==> src/rtl/ars_consts.vh <==
// timing, encodings and field constants for the alarm relay supervisor
`ifndef ARS_CONSTS_VH
`define ARS_CONSTS_VH

`define ARS_CLK_HZ          250000000
`define ARS_RESET_HOLD_MS   3000
`define ARS_RESET_HOLD_CYC  ((`ARS_CLK_HZ / 1000) * `ARS_RESET_HOLD_MS)
`define ARS_SELFTEST_CYC    250000
`define ARS_LEVEL_MIN       3'h1
`define ARS_LEVEL_MAX       3'h5
`define ARS_LOSS_CODE_W     4
`define ARS_EVT_W           8
`define ARS_EVT_READY_LOST  4'h1
`define ARS_EVT_MAIN        4'h2
`define ARS_EVT_PRE         4'h3
`define ARS_EVT_OVSPD       4'h4
`define ARS_EVT_CLEARED     4'h5
`define ARS_EVT_OFFSET      4'h6
`define ARS_ERR_COMM        4'h1
`define ARS_ERR_SENSOR      4'h2
`define ARS_ERR_OTHER       4'h3

`endif

==> src/rtl/ars_hold_timer.v <==
// counts a level continuously high; restarts on any drop
`timescale 1ns/100ps
module ars_hold_timer
#(
    parameter W     = 30,
    parameter LIMIT = 750000000
)
(
    // clock and reset
    input  wire         clk_in,
    input  wire         rst_in,
    // level and result
    input  wire         level_in,
    output reg          done_out
);
    localparam [W-1:0] LIM = LIMIT - 1;
    reg [W-1:0] cnt_r;

    always @(posedge clk_in)
    begin
        if (rst_in || !level_in)
        begin
            cnt_r    <= {W{1'b0}};
            done_out <= 1'b0;
        end
        else if (cnt_r != LIM)
        begin
            cnt_r    <= cnt_r + {{(W-1){1'b0}}, 1'b1};
            done_out <= 1'b0;
        end
        else
        begin
            done_out <= 1'b1;
        end
    end
endmodule

==> src/rtl/ars_sync2.v <==
// two flip-flop synchroniser for a bundle of pin levels
`timescale 1ns/100ps
module ars_sync2
#(
    parameter W = 1
)
(
    // clock and reset
    input  wire         clk_in,
    input  wire         rst_in,
    // levels
    input  wire [W-1:0] d_in,
    output reg  [W-1:0] q_out
);
    reg [W-1:0] meta_r;

    always @(posedge clk_in)
    begin
        if (rst_in)
        begin
            meta_r <= {W{1'b0}};
            q_out  <= {W{1'b0}};
        end
        else
        begin
            meta_r <= d_in;
            q_out  <= meta_r;
        end
    end
endmodule

==> src/rtl/ars_supervisor.v <==
// alarm, readiness and relay supervision of the condition evaluator
`timescale 1ns/100ps
`include "ars_consts.vh"
module ars_supervisor
#(
    parameter DW           = 12,
    parameter SW           = 16,
    parameter PW           = 16,
    parameter HOLD_CYC     = `ARS_RESET_HOLD_CYC,
    parameter SELFTEST_CYC = `ARS_SELFTEST_CYC,
    parameter QUAL_CYC     = 1000,
    parameter PRE_DIV      = 250000,
    parameter LVL_BASE     = 12'h200,
    parameter LVL_STEP     = 12'h080
)
(
    // clock and reset
    input  wire                 clk_in,
    input  wire                 rst_in,
    // pins: reset button, communication fault, sensor present, supply ok
    input  wire                 reset_button_in,
    input  wire                 comm_error_in,
    input  wire                 sensor_ok_in,
    input  wire                 supply_ok_in,
    // measurements from acquisition, one sample strobe
    input  wire                 sample_in,
    input  wire [DW-1:0]        thermo_a_in,
    input  wire [DW-1:0]        thermo_b_in,
    input  wire [DW-1:0]        rise_in,
    input  wire [SW-1:0]        speed_rpm_in,
    input  wire                 encoder_zero_in,
    input  wire                 shaft_forward_in,
    input  wire                 shaft_step_in,
    // configuration
    input  wire [2:0]           sens_level_in,
    input  wire [DW-1:0]        pre_level_in,
    input  wire [DW-1:0]        rise_limit_in,
    input  wire [SW-1:0]        min_speed_in,
    input  wire [SW-1:0]        overspeed_rpm_in,
    input  wire [15:0]          pre_holdoff_in,
    input  wire                 r1_pre_en_in,
    input  wire                 r1_ovs_en_in,
    input  wire                 r2_main_en_in,
    input  wire                 r2_pre_en_in,
    input  wire                 r2_ovs_en_in,
    // calibration menu
    input  wire                 cal_start_in,
    input  wire                 cal_exit_in,
    // remote command (never clears alarms)
    input  wire                 remote_clear_in,
    // relays and indicators
    output reg                  ready_led_out,
    output reg                  ready_relay_out,
    output reg                  relay1_out,
    output reg                  relay2_out,
    output reg                  main_alarm_out,
    output reg                  pre_alarm_out,
    output reg                  ovs_alarm_out,
    output reg  [`ARS_LOSS_CODE_W-1:0] err_code_out,
    // calibration result to nonvolatile store
    output reg                  cal_busy_out,
    output reg  [PW-1:0]        nv_offset_out,
    output reg                  nv_write_out,
    // logger stream
    output reg                  log_valid_out,
    output reg  [`ARS_EVT_W-1:0] log_tag_out,
    output reg  [DW-1:0]        log_data_out
);
    wire [3:0] pins_s;
    wire       btn_s    = pins_s[0];
    wire       comm_s   = pins_s[1];
    wire       sensor_s = pins_s[2];
    wire       supply_s = pins_s[3];
    wire       hold_done;

    ars_sync2 #(.W(4)) u_sync (
        .clk_in (clk_in),
        .rst_in (rst_in),
        .d_in   ({supply_ok_in, sensor_ok_in, comm_error_in,
                  reset_button_in}),
        .q_out  (pins_s)
    );

    // short presses restart the count
    ars_hold_timer #(.W(32), .LIMIT(HOLD_CYC)) u_hold (
        .clk_in   (clk_in),
        .rst_in   (rst_in),
        .level_in (btn_s),
        .done_out (hold_done)
    );

    // level 1..5 maps onto rising thresholds; out of range clamps
    function [DW-1:0] level_thresh;
        input [2:0] lvl;
        reg   [2:0] l;
        begin
            l = (lvl < `ARS_LEVEL_MIN) ? `ARS_LEVEL_MIN :
                (lvl > `ARS_LEVEL_MAX) ? `ARS_LEVEL_MAX : lvl;
            level_thresh = LVL_BASE + LVL_STEP * {{(DW-3){1'b0}}, l};
        end
    endfunction

    function [DW-1:0] max2;
        input [DW-1:0] a;
        input [DW-1:0] b;
        begin
            max2 = (a > b) ? a : b;
        end
    endfunction

    // self test period and ready state
    reg [31:0] st_cnt_r;
    reg        comm_lock_r;
    reg        ready_r;
    reg        ready_lost_evt_r;
    always @(posedge clk_in)
    begin
        if (rst_in)
        begin
            st_cnt_r         <= 32'h0;
            comm_lock_r      <= 1'b0;
            ready_r          <= 1'b0;
            ready_lost_evt_r <= 1'b0;
            err_code_out     <= {`ARS_LOSS_CODE_W{1'b0}};
        end
        else
        begin
            ready_lost_evt_r <= 1'b0;
            // only a restart removes a latched communication fault
            if (comm_s)
                comm_lock_r <= 1'b1;
            if (st_cnt_r == SELFTEST_CYC - 1)
            begin
                st_cnt_r <= 32'h0;
                if (comm_s || comm_lock_r || !sensor_s || !supply_s)
                begin
                    ready_r <= 1'b0;
                    if (ready_r)
                        ready_lost_evt_r <= 1'b1;
                    err_code_out <= (comm_s || comm_lock_r) ?
                                    `ARS_ERR_COMM :
                                    (!sensor_s ? `ARS_ERR_SENSOR :
                                     `ARS_ERR_OTHER);
                end
                else
                begin
                    ready_r      <= 1'b1;
                    err_code_out <= {`ARS_LOSS_CODE_W{1'b0}};
                end
            end
            else
                st_cnt_r <= st_cnt_r + 32'h1; // periodic
        end
    end

    // evaluation runs on each sample strobe while a sensor is present
    wire [DW-1:0] peak     = max2(thermo_a_in, thermo_b_in);
    wire          eval_ok  = sample_in && sensor_s;
    wire          main_cnd = peak > level_thresh(sens_level_in)
                             && rise_in > rise_limit_in
                             && speed_rpm_in > min_speed_in;
    wire          pre_cnd  = peak > pre_level_in;
    wire          ovs_cnd  = speed_rpm_in > overspeed_rpm_in;

    reg [31:0] qual_r;
    reg [31:0] pre_div_r;
    reg [15:0] pre_idle_r;
    reg        main_r;
    reg        pre_r;
    reg        ovs_r;
    reg        main_set_evt_r;
    reg        pre_set_evt_r;
    reg        ovs_set_evt_r;
    reg        clr_evt_r;
    always @(posedge clk_in)
    begin
        if (rst_in)
        begin
            qual_r         <= 32'h0;
            pre_div_r      <= 32'h0;
            pre_idle_r     <= 16'h0;
            main_r         <= 1'b0;
            pre_r          <= 1'b0;
            ovs_r          <= 1'b0;
            main_set_evt_r <= 1'b0;
            pre_set_evt_r  <= 1'b0;
            ovs_set_evt_r  <= 1'b0;
            clr_evt_r      <= 1'b0;
        end
        else
        begin
            main_set_evt_r <= 1'b0;
            pre_set_evt_r  <= 1'b0;
            ovs_set_evt_r  <= 1'b0;
            clr_evt_r      <= 1'b0;
            if (eval_ok)
            begin
                if (main_cnd && ready_r)
                begin
                    if (qual_r != QUAL_CYC)
                        qual_r <= qual_r + 32'h1;
                end
                else
                    qual_r <= 32'h0;
            end
            // a set in the same cycle as a clear wins; remote clear blocks the button clear
            if (hold_done && !remote_clear_in)
            begin
                main_r    <= 1'b0;
                ovs_r     <= 1'b0;
                clr_evt_r <= main_r | ovs_r;
            end
            if (eval_ok && ready_r && main_cnd && qual_r == QUAL_CYC)
            begin
                main_r         <= 1'b1;
                main_set_evt_r <= !main_r;
            end
            if (eval_ok && ovs_cnd)
            begin
                ovs_r         <= 1'b1;
                ovs_set_evt_r <= !ovs_r;
            end
            // pre-alarm hold-off counts in coarse ticks
            if (eval_ok && pre_cnd)
            begin
                pre_r         <= 1'b1;
                pre_set_evt_r <= !pre_r;
                pre_idle_r    <= 16'h0;
                pre_div_r     <= 32'h0;
            end
            else if (pre_r)
            begin
                if (pre_div_r == PRE_DIV - 1)
                begin
                    pre_div_r <= 32'h0;
                    if (pre_idle_r >= pre_holdoff_in)
                        pre_r <= 1'b0;
                    else
                        pre_idle_r <= pre_idle_r + 16'h1;
                end
                else
                    pre_div_r <= pre_div_r + 32'h1;
            end
        end
    end

    // encoder offset search: count steps forward to the zero mark
    reg          cal_run_r;
    reg          cal_found_r;
    reg [PW-1:0] cal_cnt_r;
    always @(posedge clk_in)
    begin
        if (rst_in)
        begin
            cal_run_r     <= 1'b0;
            cal_found_r   <= 1'b0;
            cal_cnt_r     <= {PW{1'b0}};
            nv_offset_out <= {PW{1'b0}};
            nv_write_out  <= 1'b0;
            cal_busy_out  <= 1'b0;
        end
        else
        begin
            nv_write_out <= 1'b0;
            if (cal_start_in && !cal_run_r)
            begin
                cal_run_r   <= 1'b1;
                cal_found_r <= 1'b0;
                cal_cnt_r   <= {PW{1'b0}};
            end
            else if (cal_run_r && shaft_step_in && shaft_forward_in)
            begin
                // operator positioned shaft at firing_dead_centre
                if (encoder_zero_in)
                begin
                    cal_run_r   <= 1'b0;
                    cal_found_r <= 1'b1;
                end
                else
                    cal_cnt_r <= cal_cnt_r + {{(PW-1){1'b0}}, 1'b1};
            end
            if (cal_exit_in && cal_found_r && !cal_run_r)
            begin
                nv_offset_out <= cal_cnt_r;
                nv_write_out  <= 1'b1;
                cal_found_r   <= 1'b0;
            end
            cal_busy_out <= cal_run_r;
        end
    end

    // outputs and logger stream; events take precedence over samples
    always @(posedge clk_in)
    begin
        if (rst_in)
        begin
            ready_led_out   <= 1'b0;
            ready_relay_out <= 1'b0;
            relay1_out      <= 1'b0;
            relay2_out      <= 1'b0;
            main_alarm_out  <= 1'b0;
            pre_alarm_out   <= 1'b0;
            ovs_alarm_out   <= 1'b0;
            log_valid_out   <= 1'b0;
            log_tag_out     <= {`ARS_EVT_W{1'b0}};
            log_data_out    <= {DW{1'b0}};
        end
        else
        begin
            ready_led_out   <= ready_r;
            ready_relay_out <= ready_r;
            main_alarm_out  <= main_r;
            pre_alarm_out   <= pre_r;
            ovs_alarm_out   <= ovs_r;
            relay1_out      <= main_r | (r1_pre_en_in & pre_r)
                               | (r1_ovs_en_in & ovs_r);
            relay2_out      <= (r2_main_en_in & main_r)
                               | (r2_pre_en_in & pre_r)
                               | (r2_ovs_en_in & ovs_r);
            log_valid_out   <= 1'b1;
            if (ready_lost_evt_r)
            begin
                log_tag_out  <= {`ARS_EVT_READY_LOST, 4'h0};
                log_data_out <= {{(DW-`ARS_LOSS_CODE_W){1'b0}},
                                 err_code_out};
            end
            else if (main_set_evt_r)
            begin
                log_tag_out  <= {`ARS_EVT_MAIN, 4'h0};
                log_data_out <= peak;
            end
            else if (ovs_set_evt_r)
            begin
                log_tag_out  <= {`ARS_EVT_OVSPD, 4'h0};
                log_data_out <= speed_rpm_in[DW-1:0];
            end
            else if (pre_set_evt_r)
            begin
                log_tag_out  <= {`ARS_EVT_PRE, 4'h0};
                log_data_out <= peak;
            end
            else if (clr_evt_r)
            begin
                log_tag_out  <= {`ARS_EVT_CLEARED, 4'h0};
                log_data_out <= {DW{1'b0}};
            end
            else if (nv_write_out)
            begin
                log_tag_out  <= {`ARS_EVT_OFFSET, 4'h0};
                log_data_out <= nv_offset_out[DW-1:0];
            end
            else if (sample_in)
            begin
                log_tag_out  <= 8'h00; // plain measurement
                log_data_out <= peak;
            end
            else
                log_valid_out <= 1'b0;
        end
    end
endmodule

==> config.mk <==
export PLATFORM = sky130hd
export DESIGN_NAME = ars_supervisor
export DESIGN_NICKNAME = d
export VERILOG_FILES = /design/src/rtl/ars_hold_timer.v /design/src/rtl/ars_sync2.v /design/src/rtl/ars_supervisor.v
export VERILOG_INCLUDE_DIRS = /design/src /design/src/rtl
export SDC_FILE = /design/constraint.sdc
export NUM_CORES = 1
export LEC_CHECK = 0
export BUFFER_PORTS_ARGS = -buffer_cell sky130_fd_sc_hd__buf_2
export CAP_MARGIN = 20
export CORE_MARGIN = 1.5
export CORE_UTILIZATION = 30
export DETAILED_ROUTE_END_ITERATION = 12
export PLACE_DENSITY_LB_ADDON = 0.05
export SYNTH_ARGS = -nofsm -noshare
export SYNTH_HDL_FRONTEND = slang
export SYNTH_SLANG_ARGS = --single-unit
==> constraint.sdc <==
create_clock -name clk_in -period 9.05 [get_ports clk_in]
set_input_delay 1.81 -clock clk_in [delete_from_list [all_inputs] [get_ports clk_in]]
set_output_delay 1.81 -clock clk_in [all_outputs]
set_load 0.01 [all_outputs]
==> impl_metrics.json, run 1 <==
{
  "path_clk_slew_ps": 60,
  "cts_buffers": 27,
  "synth_xor_area_share_pct": 7.83,
  "wirelength_um": 34900,
  "worst-r2r-cell-count": 7,
  "critPathMaxFanout": 22,
  "hold_viol_final": 0,
  "finalSetupViolCount": 0,
  "antenna_left": 0,
  "cp-start-kind": "primary input",
  "hold_ws_ps": 438,
  "finalWorstSetupSlack_ps": 3100,
  "postCtsSetupRepairBufs": 0,
  "grt_pass1_wl_um": 56600,
  "rows": 74,
  "cts_resized": 0,
  "grt-ovfl-total": 0,
  "synth_seq_area_share_pct": 36.3,
  "grt_pass1_vias": 10600,
  "timing.rr.end": "qual_r[5]",
  "synthesis.instances": 1523,
  "finalCriticalPeriod_ps": 5950,
  "max_freq_ghz": 0.168,
  "ys_top_cells_by_area": "dfxtp_1, ha_1, nor2_1",
  "first_pass_iters": 5,
  "outcome": "finished clean",
  "drive_above_1_share_pct": 14.7,
  "ys_ff_latch": 223,
  "fp.coreArea_um2": 40600,
  "via_count": 10900,
  "slew_viol_final": 0,
  "power_density_nw_per_um2": 155,
  "tns_ps": 0,
  "post-route-util_pct": 35.9,
  "nNetsFinal": 1935,
  "fin_skew_ps": 18.4,
  "grt_use_total_pct": 16.6,
  "port_buffers": 187,
  "synth_compound_area_share_pct": 11.7,
  "drt_iter0_drc": 504,
  "yosysTopAreaCell": "dfxtp_1",
  "holdPathStages": 1,
  "yosysWarnings": 0,
  "antenna_found_initial": 4,
  "fin_area_um2": 14600,
  "syn2layout_area_growth_pct": 18.4,
  "max_slew.worst_pin.slew_ps": 989,
  "dieHeight_um": 206,
  "clk_path_buf_depth": 3,
  "async_flop_share_pct": 0,
  "cp-end-kind": "register",
  "rsz0062_at_grt": "no",
  "num_io_pins": 195,
  "peakVddDrop_v": 0.000105,
  "avgSynthCellArea_um2": 8.08,
  "power_leakage_nw": 6.22,
  "place.gp.congestion": 0.806,
  "dpl_worst_slack_ps": 2600,
  "synth_edf_count": 0,
  "tritoncts": "yes",
  "yosysUniqueCellTypes": 62,
  "dp_hpwl_um": 26500,
  "cts.sink_count": 223,
  "synth_flop_cell": "dfxtp_1",
  "initial_utilization_pct": 30.3,
  "min_from": "u_sync.meta_r[3]",
  "die_area_um2": 42300,
  "hold_class": "reg2reg",
  "synthMuxAreaShare_pct": 1.47,
  "slew_headroom_pct": 33.5,
  "placed_cell_area_um2": 13700,
  "clk_latency_ps": 540,
  "synth_top_area_share_pct": 36.3,
  "synth_fa_ha_area_share_pct": 9.66,
  "synth_top_family_by_area": "simple AND/OR/NAND/NOR gates",
  "ctsHoldBuffers": 0,
  "crit_required_ps": 9510,
  "yosys.area_share.simple_pct": 27.2,
  "synth_area_um2": 12300,
  "drc_errors": 0,
  "via_per_inst": 4.87,
  "grt_start_max_net_pins": 56,
  "cp.arrival_ps": 6410,
  "crit_type": "in2reg",
  "cap_violations": 0,
  "dieWidth_um": 206,
  "r2r_slack_ps": 5950,
  "holdPathEnd": "u_sync.q_out[3]",
  "period_share_pct": 65.7,
  "r2r-start": "qual_r[2]",
  "wl_per_cell_um": 15.5,
  "htree_levels": 1,
  "root_buffer": "clkbuf_16"
}
## worst max-delay path, cell delays in order
cell,delay (ps)
buf_2,120
inv_1,60
ha_1,290
nand4_1,170
a211o_1,350
a31oi_1,170
buf_4,260
nor2_1,60
a21oi_1,210
inv_1,110
ha_1,300
nand2b_1,50
a21oi_1,240
o31ai_1,130
and4_1,210
or4_4,640
o41ai_4,660
buf_4,350
a21oi_1,60
o21ai_0,150
## metrics by stage
stage	power, W	cells
2_1_floorplan	0.00116	1529
3_3_place_gp	0.00125	2197
3_5_place_dp	0.00125	2197
4_1_cts	0.00231	2242
5_1_grt	0.00238	2245
6_report	0.00226	2245
## layout make-up
cell class | instances | area (um^2)
Tap cell | 532 | 666
Multi-Input combinational cell | 1128 | 7140
Clock inverter | 7 | 63.8
Clock buffer | 38 | 767
Fill cell | 4267 | 26100
Inverter | 117 | 439
Timing Repair Buffer | 198 | 1020
Antenna cell | 2 | 5.00
Sequential cell | 223 | 4460
## how the worst max path moves through the flow
stage / startpoint / endpoint / slack (ps) / depth (start not counted)
after floorplan: thermo_b_in[10] / qual_r[14] / 3250 / 20
after global placement: thermo_b_in[11] / qual_r[3] / 2710 / 20
after detailed placement: thermo_b_in[11] / qual_r[26] / 2600 / 20
after CTS: thermo_b_in[11] / qual_r[26] / 3160 / 20
after global routing: thermo_b_in[11] / qual_r[9] / 2770 / 20
final: thermo_b_in[11] / qual_r[5] / 3100 / 20
## registers in the layout, indices dropped and copies added (netlist names), 2 cells and up
register / flops
u_hold.cnt_r: 32
u_sync.q_out: 4
qual_r: 32
st_cnt_r: 32
pre_div_r: 32
err_code_out: 2
nv_offset_out: 16
log_data_out: 12
log_tag_out: 3
pre_idle_r: 16
u_sync.meta_r: 4
cal_cnt_r: 16
## cell usage after synthesis (all sizes together), types with 2 or more instances
master   instances
a2111oi          2
a211o            3
a211oi           5
a21o            16
a21oi           89
a221o            5
a221oi           9
a22o             3
a31oi            3
and2             9
and3            37
and4            15
buf             22
clkbuf          39
dfxtp          223
ha              95
inv            117
mux2i           17
nand2          134
nand2b          12
nand3           71
nand3b           4
nand4           56
nor2           204
nor2b           22
nor3            29
nor4            37
nor4b           12
nor4bb           2
o211a            9
o211ai           6
o21a             5
o21ai           55
o22ai            3
o31ai            4
or2              6
or3             15
or4              3
xnor2           37
xor2            73
## logic make-up after synthesis
kind of cell,after synthesis
multiplexers,18
AND/OR/NAND/NOR,671
other,1
flip-flops,223
adder cells (fa/ha/maj),95
AO/OA/AOI/OAI,227
XOR/XNOR,110
buffers and inverters,178
## layout by cell type (no fill, tap or decap), types with 56 or more instances in the layout
cell type  instances
dfxtp_1          223
nand4_1           56
ha_1              95
nor2_1           204
xor2_1            73
nand2_1          134
nand3_1           71
inv_1            117
buf_2            187
a21oi_1           89
## per-layer routing
layer  share of wire, %  GRT usage (%)  wire length (um)  up-vias
li1                   -              -                 -     5626
met1                 48           22.1             16700     5042
met2                 44           26.5             15200      203
met3                5.4           3.96              1880       63
met4                2.9           5.08              1030        4
met5              0.075              0                26        -
## power by group
part           leakage, nW  switching, W  total (W)  internal (W)
Sequential            1.80    0.00000615   0.000999      0.000992
Combinational         4.00      0.000136   0.000230     0.0000943
Clock                0.414      0.000418    0.00103      0.000612
Total                 6.22      0.000560    0.00226       0.00170
Power figures use the tool's default switching activity.
==> run 2: changes to the inputs <==
clock period = 5.9 ns   (was 9.05 ns; I/O delays follow)
==> impl_metrics.json, run 2 (same netlist as run 1, synthesis figures left out) <==
{
  "outcome": "finished clean",
  "finalSetupViolCount": 0,
  "grt_use_total_pct": 16.8,
  "via_count": 11000,
  "wl_per_cell_um": 15.6,
  "dp_hpwl_um": 26900,
  "grt.busiest_layer": "met2",
  "place.gp.congestion": 0.829,
  "critPathMaxFanout": 22,
  "grt_start_max_net_pins": 34,
  "nNetsFinal": 1941,
  "clk_latency_ps": 530,
  "grt-ovfl-total": 0,
  "via_per_inst": 4.87,
  "final_cells": 2252,
  "layout_common_cells": "dfxtp_1, nor2_1, buf_2",
  "cts_buffers": 26,
  "num_io_pins": 195,
  "drc_errors": 0,
  "period_share_pct": 84.9,
  "ctsHoldBuffers": 0,
  "placed_cells": 2205,
  "fin_skew_ps": 10.7,
  "path_clk_slew_ps": 60,
  "crit_type": "in2reg",
  "htree_levels": 1,
  "crit_path_max_incr_delay_ps": 650,
  "grt_pass1_wl_um": 57300,
  "cts.sink_count": 223,
  "dieHeight_um": 206,
  "drt_iter0_drc": 498,
  "cp-end-kind": "register",
  "peakVddDrop_v": 0.000176,
  "finalCriticalPeriod_ps": 5010,
  "postCtsSetupRepairBufs": 0,
  "worst_path_max_delay_cell": "or4_4",
  "power_leakage_nw": 6.23,
  "met2_usage_pct": 27.7,
  "cts_resized": 0,
  "slew_viol_final": 0,
  "path_delay_family": "simple AND/OR/NAND/NOR gates",
  "antenna_found_initial": 2,
  "first_pass_iters": 6,
  "grtUsageMet1_pct": 22.3,
  "final_common_cell": "dfxtp_1",
  "root_buffer": "clkbuf_16",
  "rsz0062_at_grt": "no",
  "hold_viol_final": 0,
  "antenna_left": 0,
  "crit_required_ps": 6350,
  "met3_usage_pct": 3.48,
  "max_freq_ghz": 0.200,
  "power_density_nw_per_um2": 237,
  "port_buffers": 187,
  "hold_class": "reg2reg",
  "max_slew.worst_pin.slew_ps": 960,
  "path_cells": "buf_2 > inv_1 > ha_1 > nand4_1 > a211o_1 > a31oi_1 > buf_4 > nor2_1 > a21oi_1 > inv_1 > ha_1 > nand2b_1 > a21oi_1 > o31ai_1 > and4_1 > or4_4 > nor4b_4 > buf_4 > nand4_1 > o31ai_1",
  "drive_above_1_share_pct": 15.1,
  "cp.arrival_ps": 5470,
  "wirelength_um": 35100,
  "fp.coreArea_um2": 40600,
  "syn2layout_area_growth_pct": 18.7,
  "grt_pass1_vias": 10800,
  "tns_ps": 0,
  "die_area_um2": 42300,
  "initial_utilization_pct": 30.3,
  "clk_path_buf_depth": 3,
  "path_buf_inv": 5,
  "cp-start-kind": "primary input",
  "cap_violations": 0,
  "dieWidth_um": 206,
  "slew_headroom_pct": 35.4,
  "rows": 74,
  "tritoncts": "yes"
}
## run 2: area by class of cell
type | count | area [um^2]
fill | 4324 | 26000
inverter | 117 | 439
timing repair buffer | 205 | 1070
sequential | 223 | 4460
multi-input combinational | 1128 | 7140
clock inverter | 8 | 67.6
antenna | 1 | 2.50
clock buffer | 38 | 757
tap | 532 | 666
## run 2: path summary, 6_finish.rpt
path / from / to / slack (ps) / cells after the start
hold reg to reg: u_sync.meta_r[0] / u_sync.q_out[0] / 430 / 1
setup reg to reg: pre_div_r[0] / pre_idle_r[14] / 3010 / 10
setup / recovery: thermo_b_in[11] / qual_r[14] / 890 / 20
hold / removal: u_sync.meta_r[0] / u_sync.q_out[0] / 430 / 1
## run 2: worst register-to-register path, cell delays in order, from the launching register on
cell and delay (ps):
dfxtp_1 370, ha_1 260, nor4b_1 240, nand3_1 120, nor4bb_1 530, nand2_1 150
a211oi_1 230, buf_4 240, nand4_1 180, or3_1 380, a21oi_1 140
## run 2: stage by stage
stage | instance area, um^2 | hold WS, ps | util, % | power (W) | worst slack [ps]
CTS | 14600 | 436 | 35.9 | 0.00353 | 952
floorplan | 12300 | 414 | - | 0.00178 | 725
global placement | 13800 | 420 | 33.9 | 0.00193 | 476
finish | 14600 | 432 | 35.9 | 0.00346 | 889
global route | 14600 | 468 | 35.9 | 0.00364 | 572
detailed placement | 13800 | 423 | 33.9 | 0.00193 | 400
## run 2: metal layers
metal / routed length [um] / up-vias
met4: 705 / 2
met5: 13 / -
met1: 16700 / 5065
li1: - / 5644
met3: 1870 / 54
met2: 15800 / 201
## run 2: power by group
group	internal [W]	switching [W]	total, W
logic	0.000150	0.000210	0.000360
registers	0.00152	0.00000978	0.00153
clock network	0.000928	0.000645	0.00157
total	0.00260	0.000864	0.00346
